==> config.mk <==
export PLATFORM = sky130hd
export DESIGN_NAME = mhic_top
export DESIGN_NICKNAME = d
export VERILOG_FILES = /design/src/hw/mhic_pkg.sv /design/src/hw/mhic_line_buffer.sv /design/src/hw/mhic_top.sv
export SDC_FILE = /design/constraint.sdc
export NUM_CORES = 1
export LEC_CHECK = 0
export BUFFER_PORTS_ARGS = -buffer_cell sky130_fd_sc_hd__buf_2
export CAP_MARGIN = 15
export CORE_MARGIN = 4
export CORE_UTILIZATION = 45
export DETAILED_ROUTE_END_ITERATION = 10
export SYNTH_ARGS = -nofsm -noshare
export SYNTH_HDL_FRONTEND = slang
export SYNTH_SLANG_ARGS = --single-unit
==> constraint.sdc <==
create_clock -name i_clk -period 4.2 [get_ports i_clk]
set_input_delay 0 -clock i_clk [delete_from_list [all_inputs] [get_ports i_clk]]
set_output_delay 0 -clock i_clk [all_outputs]
set_load 0.02 [all_outputs]
==> src/hw/mhic_pkg.sv <==
/*
 * Shared constants for the mailbox host interrupt control block: the control
 * configuration byte layout, mailbox geometry and line buffer sizing.
 * Assumes a single clock domain; no other package is needed.
 */
package mhic_pkg;
    // ******************************************************************
    // mailbox geometry
    // ******************************************************************
    localparam int MHIC_MB_COUNT = 32;
    localparam int MHIC_MB_AW = 5;
    localparam int MHIC_LINE_BYTES = 4;
    localparam int MHIC_LINE_AW = 2;
    localparam int MHIC_CFG_AW = 6;
    // control configuration byte offset in the mailbox application input buffer
    localparam logic [5:0] MHIC_CTRL_CFG_OFFSET = 6'h38;
    localparam logic [7:0] MHIC_CTRL_CFG_RESET = 8'h00;
    // ******************************************************************
    // control configuration fields
    // ******************************************************************
    localparam int MHIC_BIT_INT_EN = 0;
    localparam int MHIC_BIT_INT_POL = 1;
    localparam int MHIC_BIT_STREAM = 2;
    localparam logic [7:0] MHIC_CTRL_CFG_MASK = 8'h07;
    localparam logic [7:0] MHIC_BYTE_ZERO = 8'h00;
    // ******************************************************************
    // pin mux selection
    // ******************************************************************
    typedef enum logic [0:0] {
        MHIC_PIN_GPIO = 1'b0,
        MHIC_PIN_IRQ = 1'b1
    } mhic_pin_e;
endpackage

==> src/hw/mhic_line_buffer.sv <==
/*
 * Four byte line buffer for host mailbox reads: reading byte 0 of a group, or any byte
 * outside the buffered group, latches the aligned group holding it; later reads of bytes 1-3 of that group come from the buffer.
 * Assumes the mailbox array is presented flat and sampled on i_clk.
 */
`timescale 1ns/1ps
module mhic_line_buffer
    import mhic_pkg::*;
(
    input wire logic i_clk,
    input wire logic i_reset_n,
    input wire logic [MHIC_MB_COUNT*8-1:0] i_mailboxes,
    input wire logic i_rd,
    input wire logic [MHIC_MB_AW-1:0] i_rd_addr,
    output logic [7:0] o_rd_data
);
    typedef struct packed {
        logic valid;
        logic [MHIC_MB_AW-MHIC_LINE_AW-1:0] line;
        logic [MHIC_LINE_BYTES*8-1:0] data;
        logic [7:0] rd_data;
    } mhic_lb_s;

    mhic_lb_s state_reg;
    mhic_lb_s state_next;

    function automatic logic [7:0] mb_byte(input logic [MHIC_MB_COUNT*8-1:0] mbs,
                                           input logic [MHIC_MB_AW-1:0] idx);
        mb_byte = mbs[idx*8 +: 8];
    endfunction

    always_comb begin
        logic [MHIC_MB_AW-MHIC_LINE_AW-1:0] line;
        logic [MHIC_LINE_AW-1:0] lane;
        line = i_rd_addr[MHIC_MB_AW-1:MHIC_LINE_AW];
        lane = i_rd_addr[MHIC_LINE_AW-1:0];
        state_next = state_reg;
        if (i_rd) begin
            if (state_reg.valid && state_reg.line == line && lane != '0) begin
                state_next.rd_data = state_reg.data[lane*8 +: 8];
            end else begin
                state_next.valid = 1'b1;
                state_next.line = line;
                for (int b = 0; b < MHIC_LINE_BYTES; b++) begin
                    state_next.data[b*8 +: 8] = mb_byte(i_mailboxes, {line, b[MHIC_LINE_AW-1:0]});
                end
                state_next.rd_data = mb_byte(i_mailboxes, i_rd_addr);
            end
        end
    end

    always_ff @(posedge i_clk or negedge i_reset_n) begin
        if (!i_reset_n) begin
            state_reg <= '0;
        end else begin
            state_reg <= state_next;
        end
    end

    assign o_rd_data = state_reg.rd_data;
endmodule // mhic_line_buffer

==> src/hw/mhic_top.sv <==
/*
 * Mailbox host interrupt control.
 * Holds:
 *   - the control configuration byte at input buffer offset 56, with its
 *     registered readback (bits 3-7 always read as zero)
 *   - the 32 mailbox bytes written by the on-chip application, with the
 *     streaming gate that drops quick-read updates while streaming is off
 *   - a level pending flag toward the host, raised by a landed mailbox
 *     write while interrupts are on, cleared by an ack or by disabling
 *   - the pin mux between the GPIO function and the interrupt output,
 *     with the interrupt level following the polarity bit
 *   - the four byte line buffer that serves host mailbox reads
 * Assumes:
 *   - one clock, i_clk, and an asynchronous active-low reset
 *   - all strobes synchronous to i_clk and one cycle wide per access
 *   - i_app_quick_read flags the target mailbox of the same write
 *   - the GPIO block supplies the pin drive while the pin is not muxed
 *     to the interrupt, and the pin pad honours o_pin_oe_n
 *   - the host acks a pending interrupt through i_host_irq_ack
 */
// Operation
// - interrupts disabled after reset
// - bit 0 enables host interrupt
// - enabled: application mailbox write interrupts host
// - pin is GPIO after reset
// - enable switches pin to interrupt
// - disable returns pin to GPIO
// - bit 1 selects interrupt polarity
// - streaming off ignores quick-read updates
// - bit 2 enables streaming updates
// - control byte at input offset 56
// - host reads use aligned line buffer
`timescale 1ns/1ps
module mhic_top
    import mhic_pkg::*;
(
    input wire logic i_clk,
    input wire logic i_reset_n,
    // configuration input buffer access
    input wire logic i_cfg_wr,
    input wire logic [MHIC_CFG_AW-1:0] i_cfg_addr,
    input wire logic [7:0] i_cfg_wdata,
    output logic [7:0] o_cfg_rdata,
    // application mailbox writes
    input wire logic i_app_wr,
    input wire logic [MHIC_MB_AW-1:0] i_app_addr,
    input wire logic [7:0] i_app_wdata,
    input wire logic i_app_quick_read,
    // host mailbox reads
    input wire logic i_host_rd,
    input wire logic [MHIC_MB_AW-1:0] i_host_addr,
    output logic [7:0] o_host_rdata,
    // pin and gpio
    input wire logic i_gpio_out,
    input wire logic i_gpio_oe_n,
    input wire logic i_host_irq_ack,
    output logic o_pin_out,
    output logic o_pin_oe_n,
    output logic o_pin_irq_mode,
    output logic o_stream_en
);
    // ******************************************************************
    // registered state
    // ******************************************************************
    typedef struct packed {
        // control byte, bits 3-7 held at zero
        logic [7:0] ctrl_byte;
        // level pending toward the host
        logic irq_pend;
        // mailbox bytes, mailbox 0 in the low byte
        logic [MHIC_MB_COUNT*8-1:0] mailboxes;
        // input buffer read data
        logic [7:0] cfg_rdata;
    } mhic_state_s;

    mhic_state_s state_reg;
    mhic_state_s state_next;
    mhic_pin_e pin_sel;
    logic int_en;
    logic int_pol;
    logic stream_en;
    logic ctrl_hit;
    logic ctrl_wr;
    logic app_ok;
    logic irq_level;

    // ******************************************************************
    // decode
    // ******************************************************************
    // control byte hit on the input buffer offset
    function automatic logic is_ctrl(input logic [MHIC_CFG_AW-1:0] a);
        is_ctrl = (a == MHIC_CTRL_CFG_OFFSET);
    endfunction

    // application write that may land in its mailbox
    function automatic logic app_lands(input logic wr,
                                       input logic quick_read,
                                       input logic stream);
        app_lands = wr && (!quick_read || stream);
    endfunction

    // level on the pin for a pending flag under a polarity
    function automatic logic irq_pin_level(input logic pend,
                                           input logic pol);
        irq_pin_level = pol ? pend : ~pend;
    endfunction

    // pending flag: set beats ack, disable beats both
    function automatic logic pend_update(input logic pend,
                                         input logic ack,
                                         input logic set,
                                         input logic enabled);
        logic nxt;
        nxt = pend;
        if (ack) begin
            nxt = 1'b0;
        end
        if (set) begin
            nxt = 1'b1;
        end
        if (!enabled) begin
            nxt = 1'b0;
        end
        pend_update = nxt;
    endfunction

    assign int_en = state_reg.ctrl_byte[MHIC_BIT_INT_EN];
    assign int_pol = state_reg.ctrl_byte[MHIC_BIT_INT_POL];
    assign stream_en = state_reg.ctrl_byte[MHIC_BIT_STREAM];
    assign ctrl_hit = is_ctrl(i_cfg_addr);
    assign ctrl_wr = i_cfg_wr && ctrl_hit;
    assign app_ok = app_lands(i_app_wr, i_app_quick_read, stream_en);

    // ******************************************************************
    // next state
    // ******************************************************************
    always_comb begin
        state_next = state_reg;
        if (ctrl_wr) begin
            state_next.ctrl_byte = i_cfg_wdata & MHIC_CTRL_CFG_MASK;
        end
        // readback shows the byte before a same-cycle write
        if (ctrl_hit) begin
            state_next.cfg_rdata = state_reg.ctrl_byte;
        end else begin
            state_next.cfg_rdata = MHIC_BYTE_ZERO;
        end
        if (app_ok) begin
            state_next.mailboxes[i_app_addr*8 +: 8] = i_app_wdata;
        end
        state_next.irq_pend = pend_update(state_reg.irq_pend,
                                          i_host_irq_ack,
                                          app_ok && int_en,
                                          state_next.ctrl_byte[MHIC_BIT_INT_EN]);
    end

    // ******************************************************************
    // state register
    // ******************************************************************
    // reset disables interrupts
    always_ff @(posedge i_clk or negedge i_reset_n) begin
        if (!i_reset_n) begin
            state_reg <= '0;
            state_reg.ctrl_byte <= MHIC_CTRL_CFG_RESET;
        end else begin
            state_reg <= state_next;
        end
    end

    // ******************************************************************
    // pin mux
    // ******************************************************************
    // enable bit drives mux
    assign pin_sel = int_en ? MHIC_PIN_IRQ : MHIC_PIN_GPIO;
    assign irq_level = irq_pin_level(state_reg.irq_pend, int_pol);

    always_comb begin
        case (pin_sel)
            MHIC_PIN_IRQ: begin
                o_pin_out = irq_level;
                o_pin_oe_n = 1'b0;
            end
            MHIC_PIN_GPIO: begin
                o_pin_out = i_gpio_out;
                o_pin_oe_n = i_gpio_oe_n;
            end
            default: begin
                o_pin_out = i_gpio_out;
                o_pin_oe_n = i_gpio_oe_n;
            end
        endcase
    end

    // ******************************************************************
    // outputs
    // ******************************************************************
    assign o_pin_irq_mode = (pin_sel == MHIC_PIN_IRQ);
    assign o_stream_en = stream_en;
    assign o_cfg_rdata = state_reg.cfg_rdata;

    // ******************************************************************
    // host read line buffer
    // ******************************************************************
    mhic_line_buffer mhic_line_buffer_i (
        .i_clk(i_clk),
        .i_reset_n(i_reset_n),
        .i_mailboxes(state_reg.mailboxes),
        .i_rd(i_host_rd),
        .i_rd_addr(i_host_addr),
        .o_rd_data(o_host_rdata)
    );
endmodule // mhic_top

=== Word-level counts from Yosys, hierarchy flattened ===
Index checks and enable logic that the tools add are counted.

* Input port bits: 41
* Flip-flop bits (word level): 307
* Word-level logic and storage cells: 44
* Output and inout port bits: 20

* Mux-type cells: 11
* Equal/unequal tests: 3
* Bitwise gates (word level): 3
* Add/sub/neg operators: 1
* Reduce and logical (&&, ||, !) cells: 9
* Shift-type cells: 8

{| class="wikitable"
|+ Operator list
! cell !! number
|-
| 256-bit by 9-bit variable part select with 8-bit output || 5
|-
| 256-bit bitwise mux || 1
|-
| 8-bit by 34-bit variable shift with 256-bit output, first input constant || 1
|-
| 8-bit by 34-bit variable part select with 256-bit output || 1
|-
| 8-bit negation with 34-bit output || 1
|-
| 32-bit by 6-bit variable part select with 8-bit output || 1
|-
| 8-bit 2-to-1 mux || 1
|-
| 6-bit == test, second input constant || 1
|-
| 1-bit 2-to-1 mux || 6
|-
| 1-bit logical AND || 5
|-
| 1-bit one-hot mux with 2 select lines || 2
|-
| 3-bit == test || 1
|-
| 3-bit 2-to-1 mux || 1
|-
| 3-bit by 2-bit inequality test with 1-bit output, second input constant || 1
|-
| 1-bit inverter || 3
|-
| 2-bit AND reduction || 1
|-
| 2-bit nonzero test || 1
|-
| 1-bit logical NOT || 1
|-
| 1-bit logical OR || 1
|}

=== Longest topological paths before layout ===
* Depth in word-level cells: 6
* Mapped depth: 14
* Depth with buffers taken out: 10

=== Cells and area by module ===
A second synthesis with hierarchy kept.

* Cells, all modules: 1342
* Area total of the unflattened synthesis: 17316.6 µm²

{| class="wikitable"
|+ Modules (own cells, without submodules)
! module !! seq. area each (µm²) !! cells each !! area an instance (µm²) !! times used
|-
| mhic_top || 6581.3 || 824 || 11084.4 || 1
|-
| mhic_line_buffer || 1101.1 || 518 || 6232.2 || 1
|}

=== Least setup slack after synthesis ===
OpenSTA, ideal clock, no wires.

* Path type: in2reg
* From: in i_app_addr[0]
* To: reg state_reg[209] (netlist name)
* Buffers on the path: 3
* Slack: 1.355 ns
* Required time: 4.075 ns
* Stages: 12
* Arrival time: 2.721 ns
* Library setup time: 0.125 ns
* Path through: buf_4 > clkbuf_1 > inv_1 > ha_1 > nor2b_1 > nor2b_1 > ha_1 > clkbuf_1 > inv_1 > nand3_1 > nor4_4 > mux2_2

* Longest elaborated chain between the ends: 3
* Elaborated cells between the ends (all ways): 4
* Classes of those cells: add/sub: 1; shift: 2; mux: 1

{| class="wikitable"
|+ Ends and longest elaborated chain
! item !! line !! text
|-
| start, declared || mhic_top.sv:46 || <nowiki>input wire logic [MHIC_MB_AW-1:0] i_app_addr,</nowiki>
|-
| 8-bit negation with 34-bit output (*) || mhic_top.sv:149 || <nowiki>state_next.mailboxes[i_app_addr*8 +: 8] = i_app_wdata;</nowiki>
|-
| 8-bit by 34-bit variable part select with 256-bit output / 8-bit by 34-bit variable shift with 256-bit output (equally long branches) || mhic_top.sv:149 ||
|-
| 256-bit bitwise mux (*) || mhic_top.sv:149 ||
|-
| end signal, assigned || mhic_top.sv:166 || <nowiki>state_reg <= state_next;</nowiki>
|-
| end, declared || mhic_top.sv:76 || <nowiki>mhic_state_s state_reg;</nowiki>
|}

Every way passes the cells marked *; elsewhere a longest branch is shown, timed or not.
A chain may end at the register's enable or synchronous reset.

=== Worst setup path in the final report ===
* From: in i_app_addr[0]
* To: reg state_reg[84] (netlist name)

The elaborated chain is that of the path after synthesis.

==> results.json <==
{
  "status": "finished clean",
  "design.core.area_sq_um": 37000,
  "seq_area_sq_um": 7680,
  "h-tree-depth": 2,
  "ys_seq_area_frac": 0.452,
  "cts_root_buf": "clkbuf_16",
  "power_density_nw_per_um2": 378,
  "drt_pass1_iterations": 5,
  "start_util": 0.460,
  "antenna_found_initial": 1,
  "fin_nets": 1376,
  "cp.arrival_ns": 3.46,
  "synth_top_area_share": 0.452,
  "synth.distinct_cells": 58,
  "finalCriticalPeriod_ns": 3.07,
  "relSlewSlack": 0.344,
  "power.leakage_nw": 8.76,
  "die_x_um": 202,
  "wirelength_um": 54200,
  "fin_hold_ws_ns": 0.112,
  "rows": 70,
  "clock_sinks": 307,
  "avgRoutedWirePerCell_um": 29.1,
  "synth_top_cell_by_area": "dfrtp_1",
  "grt_pass1_vias": 12093,
  "insertion_delay_ns": 0.52,
  "die_h_um": 202,
  "vias": 11754,
  "final_core_utilization": 0.516,
  "netlist_area_sq_um": 17000,
  "cp.required_ns": 4.60,
  "grt_max_degree": 102,
  "placed_cells": 1776,
  "ir_drop_v": 0.000252,
  "numPortBuffers": 50,
  "gr-total-overflow": 0,
  "fin_skew_ns": 0.0155,
  "yosysWarnings": 0,
  "cpPeakStageDelay_ns": 0.67,
  "syn2layout_area_growth_pct": 12.2,
  "path_cells": "buf_2 -> inv_1 -> ha_1 -> nor2b_1 -> nor2b_1 -> ha_1 -> buf_4 -> nand3_1 -> nor3_4 -> and2b_1 -> mux2_2",
  "clk_pin_slew_ns": 0.06,
  "end_kind": "flip-flop",
  "hpwl_um": 34700,
  "rsz0062_at_grt": "false",
  "crit_slowest_cell": "and2b_1",
  "fin_area_sq_um": 19100,
  "instances_no_fill": 1863,
  "ioPinCount": 61,
  "cts_setup_buffers": 0,
  "grt.total_usage": 0.266,
  "multi_input_area_sq_um": 8710,
  "placed_cell_area_sq_um": 17700,
  "post-place-ws_ns": 0.715,
  "gp_congestion": 0.893,
  "hold_buffers": 23,
  "synth_enable_flop_cells": 0,
  "ant_nets": 0,
  "ys_seq_elements": 307,
  "fillers": 3286,
  "largest_reg_flops": 257,
  "finalPower_mw": 7.20,
  "postSynthAreaPerCell_sq_um": 13.2,
  "synth_common_cells": "dfrtp_1 (307), mux2_2 (234), mux4_2 (142)",
  "numCtsBuffers": 36,
  "ctsResizeCount": 0,
  "layout_setup_ws_ns": 1.13,
  "vias_per_cell": 6.31,
  "crit_type": "in -> reg",
  "grt_pass1_wl_um": 81100,
  "synth-main-ff-cell": "dfrtp_1",
  "cap_violations": 0,
  "synthCells": 1284,
  "finalSetupViolations": 0,
  "dr.first_iter.drc_count": 1014,
  "max_freq_mhz": 326,
  "async_flop_share": 1.00,
  "drv_slew": 0,
  "holdCritPathClass": "in -> async",
  "fp.dieArea_sq_um": 41000,
  "drc_errors": 0,
  "fin_tns_setup_ns": 0,
  "post-route-period-util": 0.730,
  "synth_area_leaders": "dfrtp_1 (45%), mux4_2 (19%), mux2_2 (16%)",
  "start_kind": "primary input",
  "final_hold_viol_count": 0,
  "clk_path_buf_depth": 3,
  "tightest_slew_ns": 0.984,
  "drive_above_1_share": 0.402,
  "cp_max_fo": 17,
  "cts_tree": "done",
  "synth_most_common_cell": "dfrtp_1"
}
-- cell usage in the layout (no fill, tap or decap), types with 3 or more instances in the layout --
master	synthesis	layout
conb_1	1	5
clkbuf_16	0	37
nand2_2	10	11
and2_1	16	16
nand2_1	96	95
o21ai_0	35	35
dfrtp_1	307	307
nand3_1	10	10
inv_1	27	27
dlygate4sd3_1	0	23
o221ai_1	6	6
clkbuf_8	0	7
buf_4	26	39
mux2i_1	61	61
mux4_2	142	142
o2bb2ai_1	5	5
nand2b_1	5	5
nor2b_1	6	6
o41ai_1	9	9
nor2_1	76	75
buf_12	0	4
and3_1	29	29
nor3_1	48	47
xnor2_1	3	3
a22oi_1	6	6
a21oi_1	3	3
a311oi_1	5	5
clkinv_2	0	7
buf_2	34	44
xor2_1	4	3
nor3_2	2	3
clkbuf_1	35	10
mux2_2	234	234
-- final timing paths --
check	cells past startpoint	to	slack, ns	startpoint
min in group i_clk	3	state_reg[208]$_DFFE_PN0P_	0.13	i_app_addr[0]
max in group asynchronous	3	state_reg[136]$_DFFE_PN0P_	2.85	i_reset_n
hold / removal	2	int_pol$_DFFE_PN0P_	0.11	i_reset_n
hold reg to reg	2	mhic_line_buffer_i.state_reg[12]$_DFFE_PN0P_	0.47	mhic_line_buffer_i.state_reg[12]$_DFFE_PN0P_
setup / recovery	11	state_reg[84]$_DFFE_PN0P_	1.13	i_app_addr[0]
setup reg to reg	5	mhic_line_buffer_i.state_reg[33]$_DFFE_PN0P_	1.54	mhic_line_buffer_i.state_reg[41]$_DFFE_PN0P_
-- final cells by class --
cell class                 count  share of cell area
inverter                      27             0.00531
multi-input combinational    850               0.457
clock buffer                  54              0.0556
antenna                        1            0.000131
tap                          504              0.0331
sequential                   307               0.403
timing repair buffer         111              0.0439
clock inverter                 9             0.00269
-- power breakdown --
| group | internal, mW | switching [mW] |
|---|---|---|
| logic | 0.398 | 0.560 |
| registers | 3.12 | 0.133 |
| clock network | 1.74 | 1.25 |
| total | 5.26 | 1.95 |
-- critical path: cells and delay by family --
kind,cells,cell delay (ns)
mux,1,0.41
buf+inv,3,0.72
fa+ha+maj,2,0.65
simple gates,5,1.68
-- metal layers --
metal / wire [um] / vias up / global-route usage
li1: - / 4888 / -
met1: 23200 / 6222 / 0.378
met4: 1870 / 0 / 0.0805
met5: 0 / - / 0
met3: 4830 / 108 / 0.0650
met2: 24400 / 536 / 0.408
-- logic make-up (layout without fill, tap and decap cells) --
logic type / Yosys count / count (layout) / synth area share
mux: 438 / 438 / 0.380
simple gates: 321 / 321 / 0.0939
flops: 307 / 307 / 0.452
buf+inv: 131 / 201 / 0.0386
compound gates: 77 / 77 / 0.0306
xor+xnor: 7 / 7 / 0.00361
fa+ha+maj: 2 / 2 / 0.00147
other cells: 1 / 6 / 0.000221
Note: power is estimated with default switching activity, not from simulation.
